### config.mk
export PLATFORM = sky130hd
export DESIGN_NAME = btla_agent
export DESIGN_NICKNAME = d
export VERILOG_FILES = /design/src/hdl/btla_fifo.v /design/src/hdl/btla_agent.v
export VERILOG_INCLUDE_DIRS = /design/src /design/src/include
export SDC_FILE = /design/constraint.sdc
export NUM_CORES = 1
export LEC_CHECK = 0
export BUFFER_PORTS_ARGS = -buffer_cell sky130_fd_sc_hd__buf_4
export CORE_MARGIN = 5
export CORE_UTILIZATION = 35
export CTS_BUF_LIST = sky130_fd_sc_hd__clkbuf_2
export DETAILED_ROUTE_END_ITERATION = 12
export GPL_ROUTABILITY_DRIVEN = 0
export PLACE_DENSITY = 0.63
export SLEW_MARGIN = 20
export SYNTH_ARGS = -nofsm -noshare
export SYNTH_HDL_FRONTEND = slang
export SYNTH_HIERARCHICAL = 1
export SYNTH_SLANG_ARGS = --single-unit
### constraint.sdc
create_clock -name clock -period 8.84 [get_ports clock]
set_input_delay 0.442 -clock clock [delete_from_list [all_inputs] [get_ports clock]]
set_output_delay 0.442 -clock clock [all_outputs]
set_load 0.01 [all_outputs]
### src/include/btla_map.vh
// Constants for the bidirectional task list agent
// Assumes inclusion by bare name from the design file
`ifndef BTLA_MAP_VH
`define BTLA_MAP_VH
`define BTLA_MGT_LOGIN 4'h0
`define BTLA_MGT_QUERY 4'h1
`define BTLA_MGT_STREAM 4'h2
`define BTLA_MGT_RECONNECT 4'h3
`define BTLA_MGT_PASSWORD 4'h4
`define BTLA_MGT_LOGOUT 4'h7
`define BTLA_MGT_ABORT_TASK 4'hB
`define BTLA_MGT_ABORT_SET 4'hC
`define BTLA_MGT_CLEAR_SET 4'hD
`define BTLA_MGT_TARGET_RESET 4'hE
`define BTLA_MGT_LUN_RESET 4'hF
`define BTLA_ST_OK 8'h00
`define BTLA_ST_UNSUPPORTED 8'h01
`define BTLA_ST_REJECTED 8'h02
`define BTLA_ST_ILLEGAL 8'hFF
`define BTLA_RESP_OK 2'h0
`define BTLA_RESP_ILLEGAL 2'h2
`define BTLA_PAYLOAD_UNIT 32'h00000080
`define BTLA_PAYLOAD_UNIT_LOG2 7
`define BTLA_PAYLOAD_MAX_UNITS 25'h1000000
`define BTLA_CDB_BITS 96
`define BTLA_RECON_HOLD_US 1000000
`define BTLA_CLK_MHZ 40
`define BTLA_DIR_WRITE 1'b0
`define BTLA_DIR_READ 1'b1
`endif

### src/hdl/btla_fifo.v
// Small flip-flop FIFO with valid/ready on both sides
// Assumes a single clock and an asynchronous active-low reset
`timescale 1ns/1ps
`default_nettype none
module btla_fifo #(
    parameter WIDTH = 8,
    parameter DEPTH = 4,
    parameter AW = 2
) (
    // Clock and reset
    input wire clock,
    input wire resetn,
    input wire flush,
    // Fill side
    input wire in_valid,
    output wire in_ready,
    input wire [WIDTH-1:0] in_data,
    // Drain side
    output wire out_valid,
    input wire out_ready,
    output wire [WIDTH-1:0] out_data
);
    reg [WIDTH-1:0] mem_reg [0:DEPTH-1];
    reg [AW-1:0] wr_reg;
    reg [AW-1:0] rd_reg;
    reg [AW:0] cnt_reg;
    wire push;
    wire pop;
    integer i;
    assign in_ready = (cnt_reg != DEPTH[AW:0]);
    assign out_valid = (cnt_reg != {(AW+1){1'b0}});
    assign out_data = mem_reg[rd_reg];
    assign push = in_valid && in_ready;
    assign pop = out_valid && out_ready;
    always @(posedge clock or negedge resetn)
    begin
        if (!resetn)
        begin
            wr_reg <= {AW{1'b0}};
            rd_reg <= {AW{1'b0}};
            cnt_reg <= {(AW+1){1'b0}};
            for (i = 0; i < DEPTH; i = i + 1)
                mem_reg[i] <= {WIDTH{1'b0}};
        end
        else if (flush)
        begin
            wr_reg <= {AW{1'b0}};
            rd_reg <= {AW{1'b0}};
            cnt_reg <= {(AW+1){1'b0}};
        end
        else
        begin
            if (push)
            begin
                mem_reg[wr_reg] <= in_data;
                wr_reg <= (wr_reg == DEPTH[AW-1:0] - 1'b1) ? {AW{1'b0}} : wr_reg + 1'b1;
            end
            if (pop)
                rd_reg <= (rd_reg == DEPTH[AW-1:0] - 1'b1) ? {AW{1'b0}} : rd_reg + 1'b1;
            if (push && !pop)
                cnt_reg <= cnt_reg + 1'b1;
            else if (pop && !push)
                cnt_reg <= cnt_reg - 1'b1;
        end
    end
endmodule
`default_nettype wire

### src/hdl/btla_agent.v
// Command block agent: one fetch agent, two direction queues, two executors
// Assumes a fetch engine outside presents task blocks; the bus reset pin is
// asynchronous to clock.
// What this block does
// - Device holds session across link interruptions
// - Buffers never exceed negotiated direction size
// - Fetch blocks in list order, inspect payload
// - Writes to write queue, reads to read
// - Two independent in-order execution agents
// - Status stored in each agent's finish order
// - No link pointer reads after queuing
// - Order kept per direction, not across
// - Task set size limit is configurable
// - At least one login supported
// - Command payload field is twelve bytes
// - Required management functions implemented; abort task ignores mgt_tag and flushes all tasks
// - Create stream, password, clear set unsupported
// - Payload sizes negotiated per direction, 128-byte units
// - Payload size capped at two to 31
// - Missing notify flag kills the agent
`timescale 1ns/1ps
`default_nettype none
`include "btla_map.vh"
module btla_agent #(
    parameter TAG_W = 8,
    parameter DEPTH = 4,
    parameter AW = 2,
    parameter RECON_CYCLES = `BTLA_RECON_HOLD_US * `BTLA_CLK_MHZ
) (
    // Clock and reset
    input wire clock,
    input wire resetn,
    // Bus reset from the serial bus, asynchronous
    input wire bus_reset_pin,
    // Configuration from negotiation
    input wire [7:0] rd_opcode,
    input wire [7:0] rd_opmask,
    input wire [7:0] max_task_set,
    input wire [24:0] max_units_wr,
    input wire [24:0] max_units_rd,
    // Task block presented by the fetch engine, in list order
    input wire task_valid,
    output reg task_ready,
    input wire [TAG_W-1:0] task_tag,
    input wire [`BTLA_CDB_BITS-1:0] task_cdb,
    input wire task_notify,
    input wire [31:0] task_len,
    output reg fetch_link_enable,
    // Management request
    input wire mgt_valid,
    input wire [3:0] mgt_function,
    input wire [TAG_W-1:0] mgt_tag,
    output reg mgt_done,
    output reg [7:0] mgt_status,
    // Write execution agent
    output reg wr_exec_valid,
    output reg [TAG_W-1:0] wr_exec_tag,
    input wire wr_exec_done,
    // Read execution agent
    output reg rd_exec_valid,
    output reg [TAG_W-1:0] rd_exec_tag,
    input wire rd_exec_done,
    // Completion status
    output reg stat_valid,
    output reg stat_dir,
    output reg [TAG_W-1:0] stat_tag,
    output reg [1:0] stat_resp,
    output reg [7:0] stat_code,
    // State
    output reg logged_in,
    output reg dead
);
    // ****************************************
    // Bus reset synchroniser
    // ****************************************
    reg [2:0] brst_sync_reg;
    reg brst_reg;
    always @(posedge clock or negedge resetn)
    begin
        if (!resetn)
        begin
            brst_sync_reg <= 3'h0;
            brst_reg <= 1'b0;
        end
        else
        begin
            brst_sync_reg <= {brst_sync_reg[1:0], bus_reset_pin};
            if (brst_sync_reg[2] == brst_sync_reg[1])
                brst_reg <= brst_sync_reg[2];
        end
    end
    // ****************************************
    // Classification and limits
    // ****************************************
    wire [7:0] opcode = task_cdb[`BTLA_CDB_BITS-1 -: 8];
    wire is_read = ((opcode & rd_opmask) == (rd_opcode & rd_opmask));
    wire [24:0] lim_units = is_read ? max_units_rd : max_units_wr;
    wire [24:0] units_clip = (lim_units > `BTLA_PAYLOAD_MAX_UNITS) ?
        `BTLA_PAYLOAD_MAX_UNITS : lim_units;
    wire [31:0] len_units = task_len >> `BTLA_PAYLOAD_UNIT_LOG2;
    wire len_rem = |task_len[`BTLA_PAYLOAD_UNIT_LOG2-1:0];
    wire too_big = ({7'h00, units_clip} < len_units) ||
        (({7'h00, units_clip} == len_units) && len_rem);
    reg [7:0] outstanding_reg;
    reg flush_reg;
    wire room = outstanding_reg < max_task_set;
    // ****************************************
    // Direction queues
    // ****************************************
    wire wq_in_ready;
    wire rq_in_ready;
    wire wq_valid;
    wire rq_valid;
    wire [TAG_W-1:0] wq_tag;
    wire [TAG_W-1:0] rq_tag;
    wire take = task_valid && task_ready;
    wire bad = !task_notify || too_big;
    wire ok_stat_dec = stat_valid && (stat_resp == `BTLA_RESP_OK) && (outstanding_reg != 8'h00);
    wire wq_push = take && !bad && !is_read;
    wire rq_push = take && !bad && is_read;
    reg wr_busy_reg;
    reg rd_busy_reg;
    wire wq_pop = wq_valid && !wr_busy_reg && !dead;
    wire rq_pop = rq_valid && !rd_busy_reg && !dead;
    btla_fifo #(.WIDTH(TAG_W), .DEPTH(DEPTH), .AW(AW)) u_wq (
        .clock(clock),
        .resetn(resetn),
        .flush(flush_reg),
        .in_valid(wq_push),
        .in_ready(wq_in_ready),
        .in_data(task_tag),
        .out_valid(wq_valid),
        .out_ready(wq_pop),
        .out_data(wq_tag)
    );
    btla_fifo #(.WIDTH(TAG_W), .DEPTH(DEPTH), .AW(AW)) u_rq (
        .clock(clock),
        .resetn(resetn),
        .flush(flush_reg),
        .in_valid(rq_push),
        .in_ready(rq_in_ready),
        .in_data(task_tag),
        .out_valid(rq_valid),
        .out_ready(rq_pop),
        .out_data(rq_tag)
    );
    // ****************************************
    // Fetch, execute, status
    // ****************************************
    reg [31:0] recon_cnt_reg;
    reg wr_fin_reg;
    reg rd_fin_reg;
    wire acc_next = logged_in && !dead && !flush_reg && room && wq_in_ready && rq_in_ready;
    always @(posedge clock or negedge resetn)
    begin
        if (!resetn)
        begin
            task_ready <= 1'b0;
            fetch_link_enable <= 1'b0;
            wr_exec_valid <= 1'b0;
            wr_exec_tag <= {TAG_W{1'b0}};
            rd_exec_valid <= 1'b0;
            rd_exec_tag <= {TAG_W{1'b0}};
            wr_busy_reg <= 1'b0;
            rd_busy_reg <= 1'b0;
            wr_fin_reg <= 1'b0;
            rd_fin_reg <= 1'b0;
            stat_valid <= 1'b0;
            stat_dir <= `BTLA_DIR_WRITE;
            stat_tag <= {TAG_W{1'b0}};
            stat_resp <= `BTLA_RESP_OK;
            stat_code <= `BTLA_ST_OK;
            mgt_done <= 1'b0;
            mgt_status <= `BTLA_ST_OK;
            logged_in <= 1'b0;
            dead <= 1'b0;
            outstanding_reg <= 8'h00;
            flush_reg <= 1'b0;
            recon_cnt_reg <= 32'h00000000;
        end
        else
        begin
            flush_reg <= 1'b0;
            mgt_done <= 1'b0;
            stat_valid <= 1'b0;
            task_ready <= acc_next && !task_ready;
            fetch_link_enable <= acc_next && !take;
            if (wq_pop)
            begin
                wr_busy_reg <= 1'b1;
                wr_exec_valid <= 1'b1;
                wr_exec_tag <= wq_tag;
            end
            else if (wr_exec_done && wr_busy_reg)
            begin
                wr_exec_valid <= 1'b0;
                wr_busy_reg <= 1'b0;
                wr_fin_reg <= 1'b1;
            end
            if (rq_pop)
            begin
                rd_busy_reg <= 1'b1;
                rd_exec_valid <= 1'b1;
                rd_exec_tag <= rq_tag;
            end
            else if (rd_exec_done && rd_busy_reg)
            begin
                rd_exec_valid <= 1'b0;
                rd_busy_reg <= 1'b0;
                rd_fin_reg <= 1'b1;
            end
            // Illegal block takes the status port first; finishes wait
            if (take && bad)
            begin
                stat_valid <= 1'b1;
                stat_dir <= is_read;
                stat_tag <= task_tag;
                stat_resp <= `BTLA_RESP_ILLEGAL;
                stat_code <= `BTLA_ST_ILLEGAL;
                if (!task_notify)
                begin
                    dead <= 1'b1;
                    flush_reg <= 1'b1;
                end
            end
            else if (wr_fin_reg)
            begin
                wr_fin_reg <= 1'b0;
                stat_valid <= 1'b1;
                stat_dir <= `BTLA_DIR_WRITE;
                stat_tag <= wr_exec_tag;
                stat_resp <= `BTLA_RESP_OK;
                stat_code <= `BTLA_ST_OK;
            end
            else if (rd_fin_reg)
            begin
                rd_fin_reg <= 1'b0;
                stat_valid <= 1'b1;
                stat_dir <= `BTLA_DIR_READ;
                stat_tag <= rd_exec_tag;
                stat_resp <= `BTLA_RESP_OK;
                stat_code <= `BTLA_ST_OK;
            end
            if (take && !bad && !ok_stat_dec)
                outstanding_reg <= outstanding_reg + 8'h01;
            else if (ok_stat_dec && !(take && !bad))
                outstanding_reg <= outstanding_reg - 8'h01;
            // Bus reset aborts tasks; login held for the reconnect window
            if (brst_reg && logged_in)
            begin
                flush_reg <= 1'b1;
                outstanding_reg <= 8'h00;
                recon_cnt_reg <= RECON_CYCLES;
            end
            else if (recon_cnt_reg != 32'h00000000)
            begin
                recon_cnt_reg <= recon_cnt_reg - 32'h00000001;
                if (recon_cnt_reg == 32'h00000001)
                    logged_in <= 1'b0;
            end
            if (flush_reg)
            begin
                wr_busy_reg <= 1'b0;
                rd_busy_reg <= 1'b0;
                wr_exec_valid <= 1'b0;
                rd_exec_valid <= 1'b0;
                wr_fin_reg <= 1'b0;
                rd_fin_reg <= 1'b0;
                outstanding_reg <= 8'h00;
            end
            if (mgt_valid)
            begin
                mgt_done <= 1'b1;
                mgt_status <= `BTLA_ST_OK;
                case (mgt_function)
                    `BTLA_MGT_LOGIN:
                    begin
                        if (logged_in)
                            mgt_status <= `BTLA_ST_REJECTED;
                        else
                        begin
                            logged_in <= 1'b1;
                            dead <= 1'b0;
                            recon_cnt_reg <= 32'h00000000;
                        end
                    end
                    `BTLA_MGT_QUERY:
                        mgt_status <= `BTLA_ST_OK;
                    `BTLA_MGT_RECONNECT:
                    begin
                        if (recon_cnt_reg != 32'h00000000)
                            recon_cnt_reg <= 32'h00000000;
                        else
                            mgt_status <= `BTLA_ST_REJECTED;
                    end
                    `BTLA_MGT_LOGOUT:
                    begin
                        logged_in <= 1'b0;
                        flush_reg <= 1'b1;
                    end
                    `BTLA_MGT_ABORT_TASK, `BTLA_MGT_ABORT_SET,
                    `BTLA_MGT_LUN_RESET:
                    begin
                        flush_reg <= 1'b1;
                        dead <= 1'b0;
                    end
                    `BTLA_MGT_TARGET_RESET:
                    begin
                        flush_reg <= 1'b1;
                        dead <= 1'b0;
                        logged_in <= 1'b0;
                    end
                    `BTLA_MGT_STREAM, `BTLA_MGT_PASSWORD, `BTLA_MGT_CLEAR_SET:
                        mgt_status <= `BTLA_ST_UNSUPPORTED;
                    default:
                        mgt_status <= `BTLA_ST_UNSUPPORTED;
                endcase
            end
        end
    end
endmodule
`default_nettype wire

# [After elaboration in Yosys (flattened, before gate mapping)]
# Cells that the tools add are included.
[word_totals] elab_cells=248 register_bits=176 romBits=0 mem_count=0 latchBits=0 ramBits=0 input_bits=230
[op_classes] magnitude_cmp=9 n_addsub=11 reduce_logical=74 n_div=0 eq_ne=17 shifts=0 mul=0 bitwise_logic=7 muxes=94
[ops] cell="2-to-1 mux 32 bit" n=5
[ops] cell="2-to-1 mux 8 bit" n=16
[ops] cell="bitwise mux 32 bit" n=2
[ops] cell="case mux 32 bit (2 select lines)" n=1
[ops] cell="2-to-1 mux 25 bit" n=2
[ops] cell="2-to-1 mux 1 bit" n=38
[ops] cell="logical AND 1 bit" n=34
[ops] cell="2-to-1 mux 2 bit" n=17
[ops] cell="binary-select mux 8 bit (select 2 bit)" n=2
[ops] cell="demux 8 bit (select 2 bit)" n=2
[ops] cell="== test 32 x 1 -> 1 bit (second input constant)" n=1
[ops] cell="nonzero test 32 bit" n=1
[ops] cell="subtractor 32 x 1 -> 32 bit (second input constant)" n=1
[ops] cell="== test 25 bit" n=1
[ops] cell="> comparator 25 bit (second input constant)" n=1
[ops] cell="less-than comparator 25 bit" n=1
[ops] cell="nonzero test 3 bit" n=7
[ops] cell="2-to-1 mux 3 bit" n=6
[ops] cell="AND 8 bit" n=2
[ops] cell="== test 4 bit (second input constant)" n=4
[ops] cell="zero test 1 bit" n=15
[ops] cell=">= comparator 3 bit (second input constant)" n=4
[ops] cell="NOT 2 -> 3 bit" n=4
[ops] cell="adder 2 x 1 -> 2 bit (second input constant)" n=4
[ops] cell="other kinds (28)" n=41

# [Logic depth before layout (Yosys ltp)]
# Gate-level depths: netlist (run 1).
[logic_depth] ltp_word=18 mapped_depth=23 ltp_nobuf=21

# [By module]
# Netlist (run 1), hierarchy kept.
[modules_own_cells] mod="btla_agent" cells_per_inst=637 area_per_inst_um2=5745.5 seq_area_each_um2=2077.0 instances=1
[modules_own_cells] mod="btla_fifo" cells_per_inst=126 area_per_inst_um2=2014.4 seq_area_each_um2=975.9 instances=2

# [Worst setup path before layout (run 1)]
# Ideal clock, no wire load.
[synth_timing] path_type="in2reg" startpoint="in rd_opcode[5]" endpoint="reg outstanding_reg[7]" slack_ns=3.737 setup_time_ns=0.079 path_stages=21 arrival_ns=5.023 cell_sequence="xor2_1 > a22oi_1 > nand4_1 > buf_1 > buf_1 > mux2i_1 > nor2_1 > ha_1 > nand4_1 > nor4_1 > inv_1 > o211ai_1 > nand3_1 > ha_1 > a21o_1 > a21oi_1 > o211a_1 > o21ai_0 > a21oi_1 > mux2i_1 > mux2i_1"
[synth_between] elab_chain_len=15
[synth_rtl] item="from (decl)" line="btla_agent.v:36" rtl="input wire [7:0] rd_opcode,"
[synth_rtl] item="AND 8 bit (*)" line="btla_agent.v:96" rtl="wire is_read = ((opcode & rd_opmask) == (rd_opcode & rd_opmask));"
[synth_rtl] item="== test 8 bit (*)" line="btla_agent.v:96"
[synth_rtl] item="2-to-1 mux 25 bit (*)" line="btla_agent.v:97" rtl="wire [24:0] lim_units = is_read ? max_units_rd : max_units_wr;"
[synth_rtl] item="> comparator 25 bit (no source line)"
[synth_rtl] item="2-to-1 mux 25 bit (*)" line="btla_agent.v:98" rtl="wire [24:0] units_clip = (lim_units > `BTLA_PAYLOAD_MAX_UNITS) ?"
[synth_rtl] item="parallel branches: the longest is 2 deep, another holds less-than comparator 25 bit"
[synth_rtl] item="logical OR 1 bit (*)" line="btla_agent.v:102" rtl="wire too_big = ({7'h00, units_clip} < len_units) ||"
[synth_rtl] item="logical OR 1 bit (*)" line="btla_agent.v:117" rtl="wire bad = !task_notify || too_big;"
[synth_rtl] item="zero test 1 bit (*)" line="btla_agent.v:244, btla_agent.v:246"
[synth_rtl] item="logical AND 1 bit (*)" line="btla_agent.v:244, btla_agent.v:246"
[synth_rtl] item="logical AND 1 bit" line="btla_agent.v:244" rtl="if (take && !bad && !ok_stat_dec)"
[synth_rtl] item="2-to-1 mux 8 bit" line="btla_agent.v:244"
[synth_rtl] item="2-to-1 mux 8 bit" line="btla_agent.v:249" rtl="if (brst_reg && logged_in)"
[synth_rtl] item="2-to-1 mux 8 bit" line="btla_agent.v:261" rtl="if (flush_reg)"
[synth_rtl] item="to (signal assigned)" line="btla_agent.v:245" rtl="outstanding_reg <= outstanding_reg + 8'h01;"
[synth_rtl] item="to (signal assigned)" line="btla_agent.v:247" rtl="outstanding_reg <= outstanding_reg - 8'h01;"
[synth_rtl] item="to (decl)" line="btla_agent.v:104" rtl="reg [7:0] outstanding_reg;"
# Every way passes the cells marked *.
# A chain may end at the register's enable or synchronous reset.

# [Worst setup path after layout (run 1)]
[layout_timing] startpoint="in task_cdb[94]" endpoint="reg outstanding_reg[7]"
[layout_between] elab_chain_len=15
[layout_rtl] item="from (decl)" line="btla_agent.v:45" rtl="input wire [`BTLA_CDB_BITS-1:0] task_cdb,"
[layout_rtl] item="AND 8 bit (*)" line="btla_agent.v:96"
[layout_rtl] item="== test 8 bit (*)" line="btla_agent.v:96"
[layout_rtl] item="2-to-1 mux 25 bit (*)" line="btla_agent.v:97"
[layout_rtl] item="> comparator 25 bit (no source line)"
[layout_rtl] item="2-to-1 mux 25 bit (*)" line="btla_agent.v:98"
[layout_rtl] item="parallel branches: the longest is 2 deep, another holds less-than comparator 25 bit"
[layout_rtl] item="logical OR 1 bit (*)" line="btla_agent.v:102"
[layout_rtl] item="logical OR 1 bit (*)" line="btla_agent.v:117"
[layout_rtl] item="zero test 1 bit (*)" line="btla_agent.v:244, btla_agent.v:246"
[layout_rtl] item="logical AND 1 bit (*)" line="btla_agent.v:244, btla_agent.v:246"
[layout_rtl] item="logical AND 1 bit" line="btla_agent.v:244"
[layout_rtl] item="2-to-1 mux 8 bit" line="btla_agent.v:244"
[layout_rtl] item="2-to-1 mux 8 bit" line="btla_agent.v:249"
[layout_rtl] item="2-to-1 mux 8 bit" line="btla_agent.v:261"
# Marked as above.

==> reports/metrics.cfg, run 1 <==
[outcome]
outcome = complete, no violations

[logic_synthesis]
syn_inst = 889
yosysWarnings = 6
ys_ff_latch = 161
synth_edf_count = 0
avgSynthCellArea_um2 = 11.0
synth_area_leaders = dfrtp_1 (41%), mux2_4 (9.8%), ha_1 (6.8%)
yosysSeqAreaShare_pct = 41.2
async_flop_share_pct = 100
synth_top_cell_area_share_pct = 41.2
synth.distinct_cells = 69
netlist_area_um2 = 9770
synth_ff_type = dfrtp_1
synth.largest_area_cell = dfrtp_1

[flow_run]
cap_violations = 0

[clock_network]
cts_resized = 0
clock_sinks = 161
clk-insertion-delay-late_ns = 0.74
cts-root-buf = clkbuf_2
clock_path_buffers = 2
clkSlewWorstSetupHoldPaths_ns = 0.26
cts_hold_buf = 20
cts_tree = yes
postCtsSetupBuffers = 0
numCtsBuffers = 17
htreeDepth = 4

[setup_path]
crit_path_top_delay_cell = o311a_1
startpoint_type = input port
critical_path_required_ns = 9.51
arrival_ns = 6.65
path_max_fanout = 30
endpoint_kind = register
crit_path_cell_trace = buf_4, xor2_1, a22oi_1, nand4_1, buf_4, mux2_2, o311a_1, nor2_1, ha_1, nand4_1, nor4_1, inv_1, o211ai_1, nand3_1, ha_1, a21o_1, a21oi_1, o211a_1, o21ai_0, a21oi_1, mux2i_1, mux2i_1
max_stage_delay_ns = 0.75
r2r_start = recon_cnt_reg[19]$_DFF_PN0_
worstSetupPathType = in -> reg
crit_start = task_cdb[94]

[routing]
dr.first_iter.drc_count = 325
final_antenna_net_count = 0
route.detailed.drc = 0
drt_first_pass_iters = 5
vias_per_cell = 5.00
wirelength_mm = 24.9
routedWlPerCell_um = 17.1
num_vias = 7281

[place]
port_buffers = 177
place_hpwl_mm = 18.7
post_dp_cell_area_um2 = 11300

[floorplan]
die_h_um = 177
ios = 281
initial_core_util_pct = 35.3
die_w_um = 177
core_area_um2 = 27700
dieArea_um2 = 31400
rows = 61

[pwr]
finalPower_mw = 1.95
power_density_nw_per_um2 = 166
p_leak_nw = 5.66
swShare_pct = 36.1
ir_worst_vdd_v = 0.0000673
p_int_mw = 1.25
pwr-share-comb_pct = 31.8
switchingPower_mw = 0.703
p_seq_share_pct = 47.4
power_frac_clock_pct = 20.8

[layout]
finalInstanceArea_um2 = 11800
layout-drive-gt1-share_pct = 31.8
fin_nets = 1350
area_delta_synth_final_pct = 20.4
fin_util_pct = 42.5

[global_routing]
grt_use_total_pct = 16.0
grt_pass1_vias = 7547
grt_max_degree = 90
grt_pass1_wl_mm = 39.6
grt_remaining_overflow = 0
antenna_found_initial = 1

[sta]
fin_crit_sh_pct = 67.6
fin_skew_ns = 0.0550
hold_viol_final = 0
setup_viol = 0
rsz0062_at_grt = no
min_period_ns = 5.98
whs_ns = 0.151
relSlewSlack_pct = 38.6
max_freq_mhz = 167
setup_total_negative_slack_ns = 0
worst_pin_slew_ns = 0.922
slew_violations = 0

[hold_path]
hold_path.class = in -> reg
holdCritStartpoint = mgt_function[2]

-- metal layers --
metal	up-vias	GRT usage [%]	wire length [um]
met3	44	3.42	1450
met5	-	0	0
met4	0	5.61	696
met2	238	27.8	12300
li1	3503	-	-
met1	3496	19.6	10400
-- synth_stat cells (all sizes together) (2+ instances only) --
| cell type | number |
|---|---|
| o31ai | 12 |
| nand3 | 13 |
| buf | 38 |
| a22oi | 5 |
| o21ai | 24 |
| and4 | 2 |
| and2b | 2 |
| nor4 | 21 |
| nor2 | 98 |
| a21boi | 3 |
| nand4 | 15 |
| and2 | 2 |
| dfrtp | 161 |
| mux2i | 37 |
| or2 | 2 |
| a31oi | 2 |
| or3b | 2 |
| nor3b | 2 |
| nor4b | 3 |
| xor2 | 15 |
| a21oi | 49 |
| or4 | 9 |
| nor3 | 23 |
| a211oi | 4 |
| mux2 | 81 |
| and3 | 12 |
| clkbuf | 14 |
| nand2b | 6 |
| or3 | 9 |
| nand2 | 34 |
| inv | 57 |
| fa | 3 |
| o211ai | 2 |
| o211a | 2 |
| nand4b | 4 |
| nor2b | 3 |
| a21o | 5 |
| xnor2 | 29 |
| ha | 53 |
| mux4 | 16 |
-- power by group through the flow --
stage	sequential (mW)	clock (mW)	combinational, mW
final	0.925	0.405	0.619
after global routing	0.941	0.458	0.684
after CTS	0.928	0.428	0.628
after detailed placement	0.939	0	0.618
after global placement	0.940	0	0.606
after floorplan	0.924	0	0.376
-- layout by cell type, fill, tap and decap left out, types with 29 or more instances in the layout --
| cell | n |
|---|---|
| inv_1 | 57 |
| a21oi_1 | 49 |
| nand2_1 | 34 |
| buf_4 | 181 |
| dfrtp_1 | 161 |
| ha_1 | 53 |
| xnor2_1 | 29 |
| mux2i_1 | 37 |
| nor2_1 | 98 |
| mux2_4 | 64 |
-- cell type report --
class,instances,area (um^2)
clock buffers,17,85.1
clock inverters,15,168
fillers,2684,15900
multi-input cells,625,5230
repair buffers,202,1570
diodes,1,2.50
well taps,378,473
flip-flops and latches,161,4030
inverters,57,214
-- stage by stage --
step / setup WS (ns) / cells
5_1_grt: 2.42 / 1456
3_3_place_gp: 2.17 / 1403
2_1_floorplan: 3.74 / 895
3_5_place_dp: 2.12 / 1403
4_1_cts: 2.93 / 1455
6_report: 2.86 / 1456
-- path summary, 6_finish.rpt --
check,endpoint,cells past startpoint,slack (ns)
worst max-delay path,outstanding_reg[7]$_DFFE_PN0P_,22,2.86
worst max register to register,mgt_status[1]$_DFFE_PN0P_,9,4.84
max in group asynchronous,wr_exec_tag[3]$_DFFE_PN0P_,3,7.06
worst min-delay path,mgt_status[0]$_DFFE_PN0P_,4,0.15
min in group asynchronous,recon_cnt_reg[5]$_DFF_PN0_,2,0.30
worst min register to register,brst_sync_reg[1]$_DFF_PN0_,0,0.39
-- logic make-up after synthesis --
| logic type | share of synthesized area, % |
|---|---|
| other cells | 0.0384 |
| flops | 41.2 |
| fa+ha+maj | 7.50 |
| buf+inv | 5.59 |
| xor+xnor | 3.94 |
| simple gates | 14.9 |
| compound gates | 7.57 |
| mux | 19.3 |
-- critical path, delay by kind of cell --
| family | cells | cell delay (ns) |
|---|---|---|
| buffers and inverters | 3 | 0.53 |
| adders and majority gates | 2 | 0.84 |
| muxes | 3 | 0.79 |
| xor gates and xnor gates | 1 | 0.14 |
| and+or+nand+nor | 5 | 1.54 |
| AOI/OAI and AO/OA | 8 | 2.35 |
No activity file was read; power rests on OpenSTA's default activity.
==> inputs of run 2 (changes only) <==
--- a/config.mk
+++ b/config.mk
@@ -12,7 +12,7 @@
 export CTS_BUF_LIST = sky130_fd_sc_hd__clkbuf_2
 export DETAILED_ROUTE_END_ITERATION = 12
 export GPL_ROUTABILITY_DRIVEN = 0
-export PLACE_DENSITY = 0.63
+export PLACE_DENSITY = 0.65
 export SLEW_MARGIN = 20
 export SYNTH_ARGS = -nofsm -noshare
 export SYNTH_HDL_FRONTEND = slang
==> constraint.sdc (replaced) <==
create_clock -name clock -period 5.25 [get_ports clock]
set_input_delay 0.2625 -clock clock [delete_from_list [all_inputs] [get_ports clock]]
set_output_delay 0.2625 -clock clock [all_outputs]
set_load 0.01 [all_outputs]
==> run 2 against run 1 <==
Register-to-register slack lost 3.0 ns. Sequential cell count is the same. Highest routed layer unchanged. Critical path depth shrank 1. Power grew 73%. Non-clock buffer count grew 25. Sequential power grew 66%. Sequential share of layout area shrank 0.81 points. Largest power group unchanged. Clock skew shrank 0.0041 ns. Final cell count grew 1.7%.
==> reports/metrics.cfg, run 2 (synthesized netlist as in run 1, its figures left out) <==
[global_routing]
grt_use_total_pct = 15.7  ; -0.24 points
grt_pass1_wl_mm = 39.4  ; -0.66%
grt_remaining_overflow = 0  ; unchanged
grt_pass1_vias = 7758  ; +2.8%
antenna_found_initial = 1  ; unchanged
grt_max_degree = 76  ; -16%

[sta]
whs_ns = 0.116  ; -0.0345 ns
fin_skew_ns = 0.0509  ; -0.00407 ns
rsz0062_at_grt = no
setup_viol = 0  ; unchanged
worst_pin_slew_ns = 0.931  ; +0.00934 ns
hold_viol_final = 0  ; unchanged
setup_total_negative_slack_ns = 0  ; unchanged
relSlewSlack_pct = 37.9  ; -0.62 points
slew_violations = 0  ; unchanged
fin_crit_sh_pct = 83.3
max_freq_mhz = 229
min_period_ns = 4.38

[layout]
fin_nets = 1375  ; +1.9%
area_delta_synth_final_pct = 23.3
nFillCells = 2632  ; -1.9%
final_cell_mix = buf_4 (193), dfrtp_1 (161), nor2_1 (98)
layout-drive-gt1-share_pct = 32.4  ; +0.64 points
layout_commonest_cell = buf_4

[setup_path]
worstSetupPathType = in -> reg
arrival_ns = 5.07  ; -1.58 ns
startpoint_type = input port
critical_path_required_ns = 5.95  ; -3.56 ns
path_max_fanout = 24  ; -20%
endpoint_kind = register

[routing]
dr.first_iter.drc_count = 280  ; -14%
drt_first_pass_iters = 4  ; -1
final_antenna_net_count = 0  ; unchanged
num_vias = 7315  ; +0.47%
vias_per_cell = 4.94  ; -1.2%
routedWlPerCell_um = 16.5  ; -3.3%
route.detailed.drc = 0  ; unchanged
wirelength_mm = 24.5  ; -1.7%

[pwr]
power_density_nw_per_um2 = 279  ; +68%
p_leak_nw = 5.81  ; +2.5%
ir_worst_vdd_v = 0.000133  ; +97%
finalPower_mw = 3.36  ; +73%

[floorplan]
core_area_um2 = 27700  ; unchanged
initial_core_util_pct = 35.3  ; unchanged
rows = 61  ; unchanged
die_w_um = 177  ; unchanged
die_h_um = 177  ; unchanged
ios = 281  ; unchanged
dieArea_um2 = 31400  ; unchanged

[place]
place_hpwl_mm = 18.2  ; -2.7%
port_buffers = 177  ; unchanged

[clock_network]
numCtsBuffers = 17  ; unchanged
postCtsSetupBuffers = 0  ; unchanged
cts_tree = yes
clock_sinks = 161  ; unchanged
cts-root-buf = clkbuf_2
cts_hold_buf = 32  ; +60%
clk-insertion-delay-late_ns = 0.76  ; +0.02 ns
clock_path_buffers = 2  ; unchanged
cts_resized = 0  ; unchanged
clkSlewWorstSetupHoldPaths_ns = 0.28  ; +0.02 ns
htreeDepth = 4  ; unchanged

[outcome]
outcome = complete, no violations

[hold_path]
hold_path.class = in -> reg

[flow_run]
cap_violations = 0  ; unchanged

[run 2: cell count changes in the layout (fill, tap and decap cells not counted), sizes merged]
cell and delta:
buf +14, dlygate4sd3 +11, clkinv +2, clkinvlp -1, inv -1
[run 2: cell type report]
class	count	area (um^2)	area share, %
diodes	1	2.50	0.0208
clock buffers	17	85.1	0.706
clock inverters	15	206	1.71
inverters	57	214	1.77
multi-input cells	625	5230	43.4
flip-flops and latches	161	4030	33.4
well taps	378	473	3.92
repair buffers	227	1820	15.1
[run 2: power by group]
group	leakage (nW)	internal, mW	switching, mW
logic	3.49	0.568	0.514
clock network	0.164	0.180	0.559
registers	2.15	1.40	0.147
total	5.81	2.14	1.22
[run 2: critical path, cell delays in order]
cell and delay [ns]:
buf_4 0.11, xor2_1 0.15, a22oi_1 0.32, nand4_1 0.23
mux2_2 0.31, o311a_1 0.22, buf_12 0.17, nor2_1 0.06
ha_1 0.31, a21oi_1 0.14, o21ai_0 0.09, a2111oi_0 0.56
o211ai_1 0.23, buf_4 0.19, and3_1 0.19, and2_2 0.20
ha_1 0.22, fa_1 0.40, xnor2_1 0.16, or3_2 0.41
a21oi_1 0.15
[run 2: routing by layer]
layer / up-vias / wire, um / track usage (%)
li1: 3545 / - / -
met2: 231 / 12000 / 27.0
met5: - / 0 / 0
met4: 0 / 824 / 6.22
met3: 41 / 1350 / 3.89
met1: 3498 / 10300 / 19.0
[run 2: path summary, 6_finish.rpt]
kind	end	slack [ns]	startpoint	cells past startpoint
setup / recovery	u_wq/cnt_reg[2]$_DFFE_PN0P_	0.87	task_cdb[95]	21
hold / removal	task_ready$_DFF_PN0_	0.12	max_task_set[4]	6
setup reg to reg	mgt_status[1]$_DFFE_PN0P_	1.84	recon_cnt_reg[23]$_DFF_PN0_	8
hold reg to reg	brst_sync_reg[1]$_DFF_PN0_	0.40	brst_sync_reg[0]$_DFF_PN0_	0
max in group asynchronous	u_wq/mem_reg[25]$_DFFE_PN0P_	3.74	resetn	4
min in group asynchronous	recon_cnt_reg[9]$_DFF_PN0_	0.40	resetn	3
[run 2: through the flow]
| stage | std cells | util (%) | worst slack, ns | area, um^2 |
|---|---|---|---|---|
| 3_5_place_dp | 1416 | 41.2 | 0.0825 | 11400 |
| 4_1_cts | 1480 | 43.5 | 0.921 | 12100 |
| 6_report | 1481 | 43.5 | 0.874 | 12100 |
| 3_3_place_gp | 1416 | 41.2 | 0.160 | 11400 |
| 5_1_grt | 1481 | 43.5 | 0.597 | 12100 |
| 2_1_floorplan | 895 | - | 0.327 | 9800 |
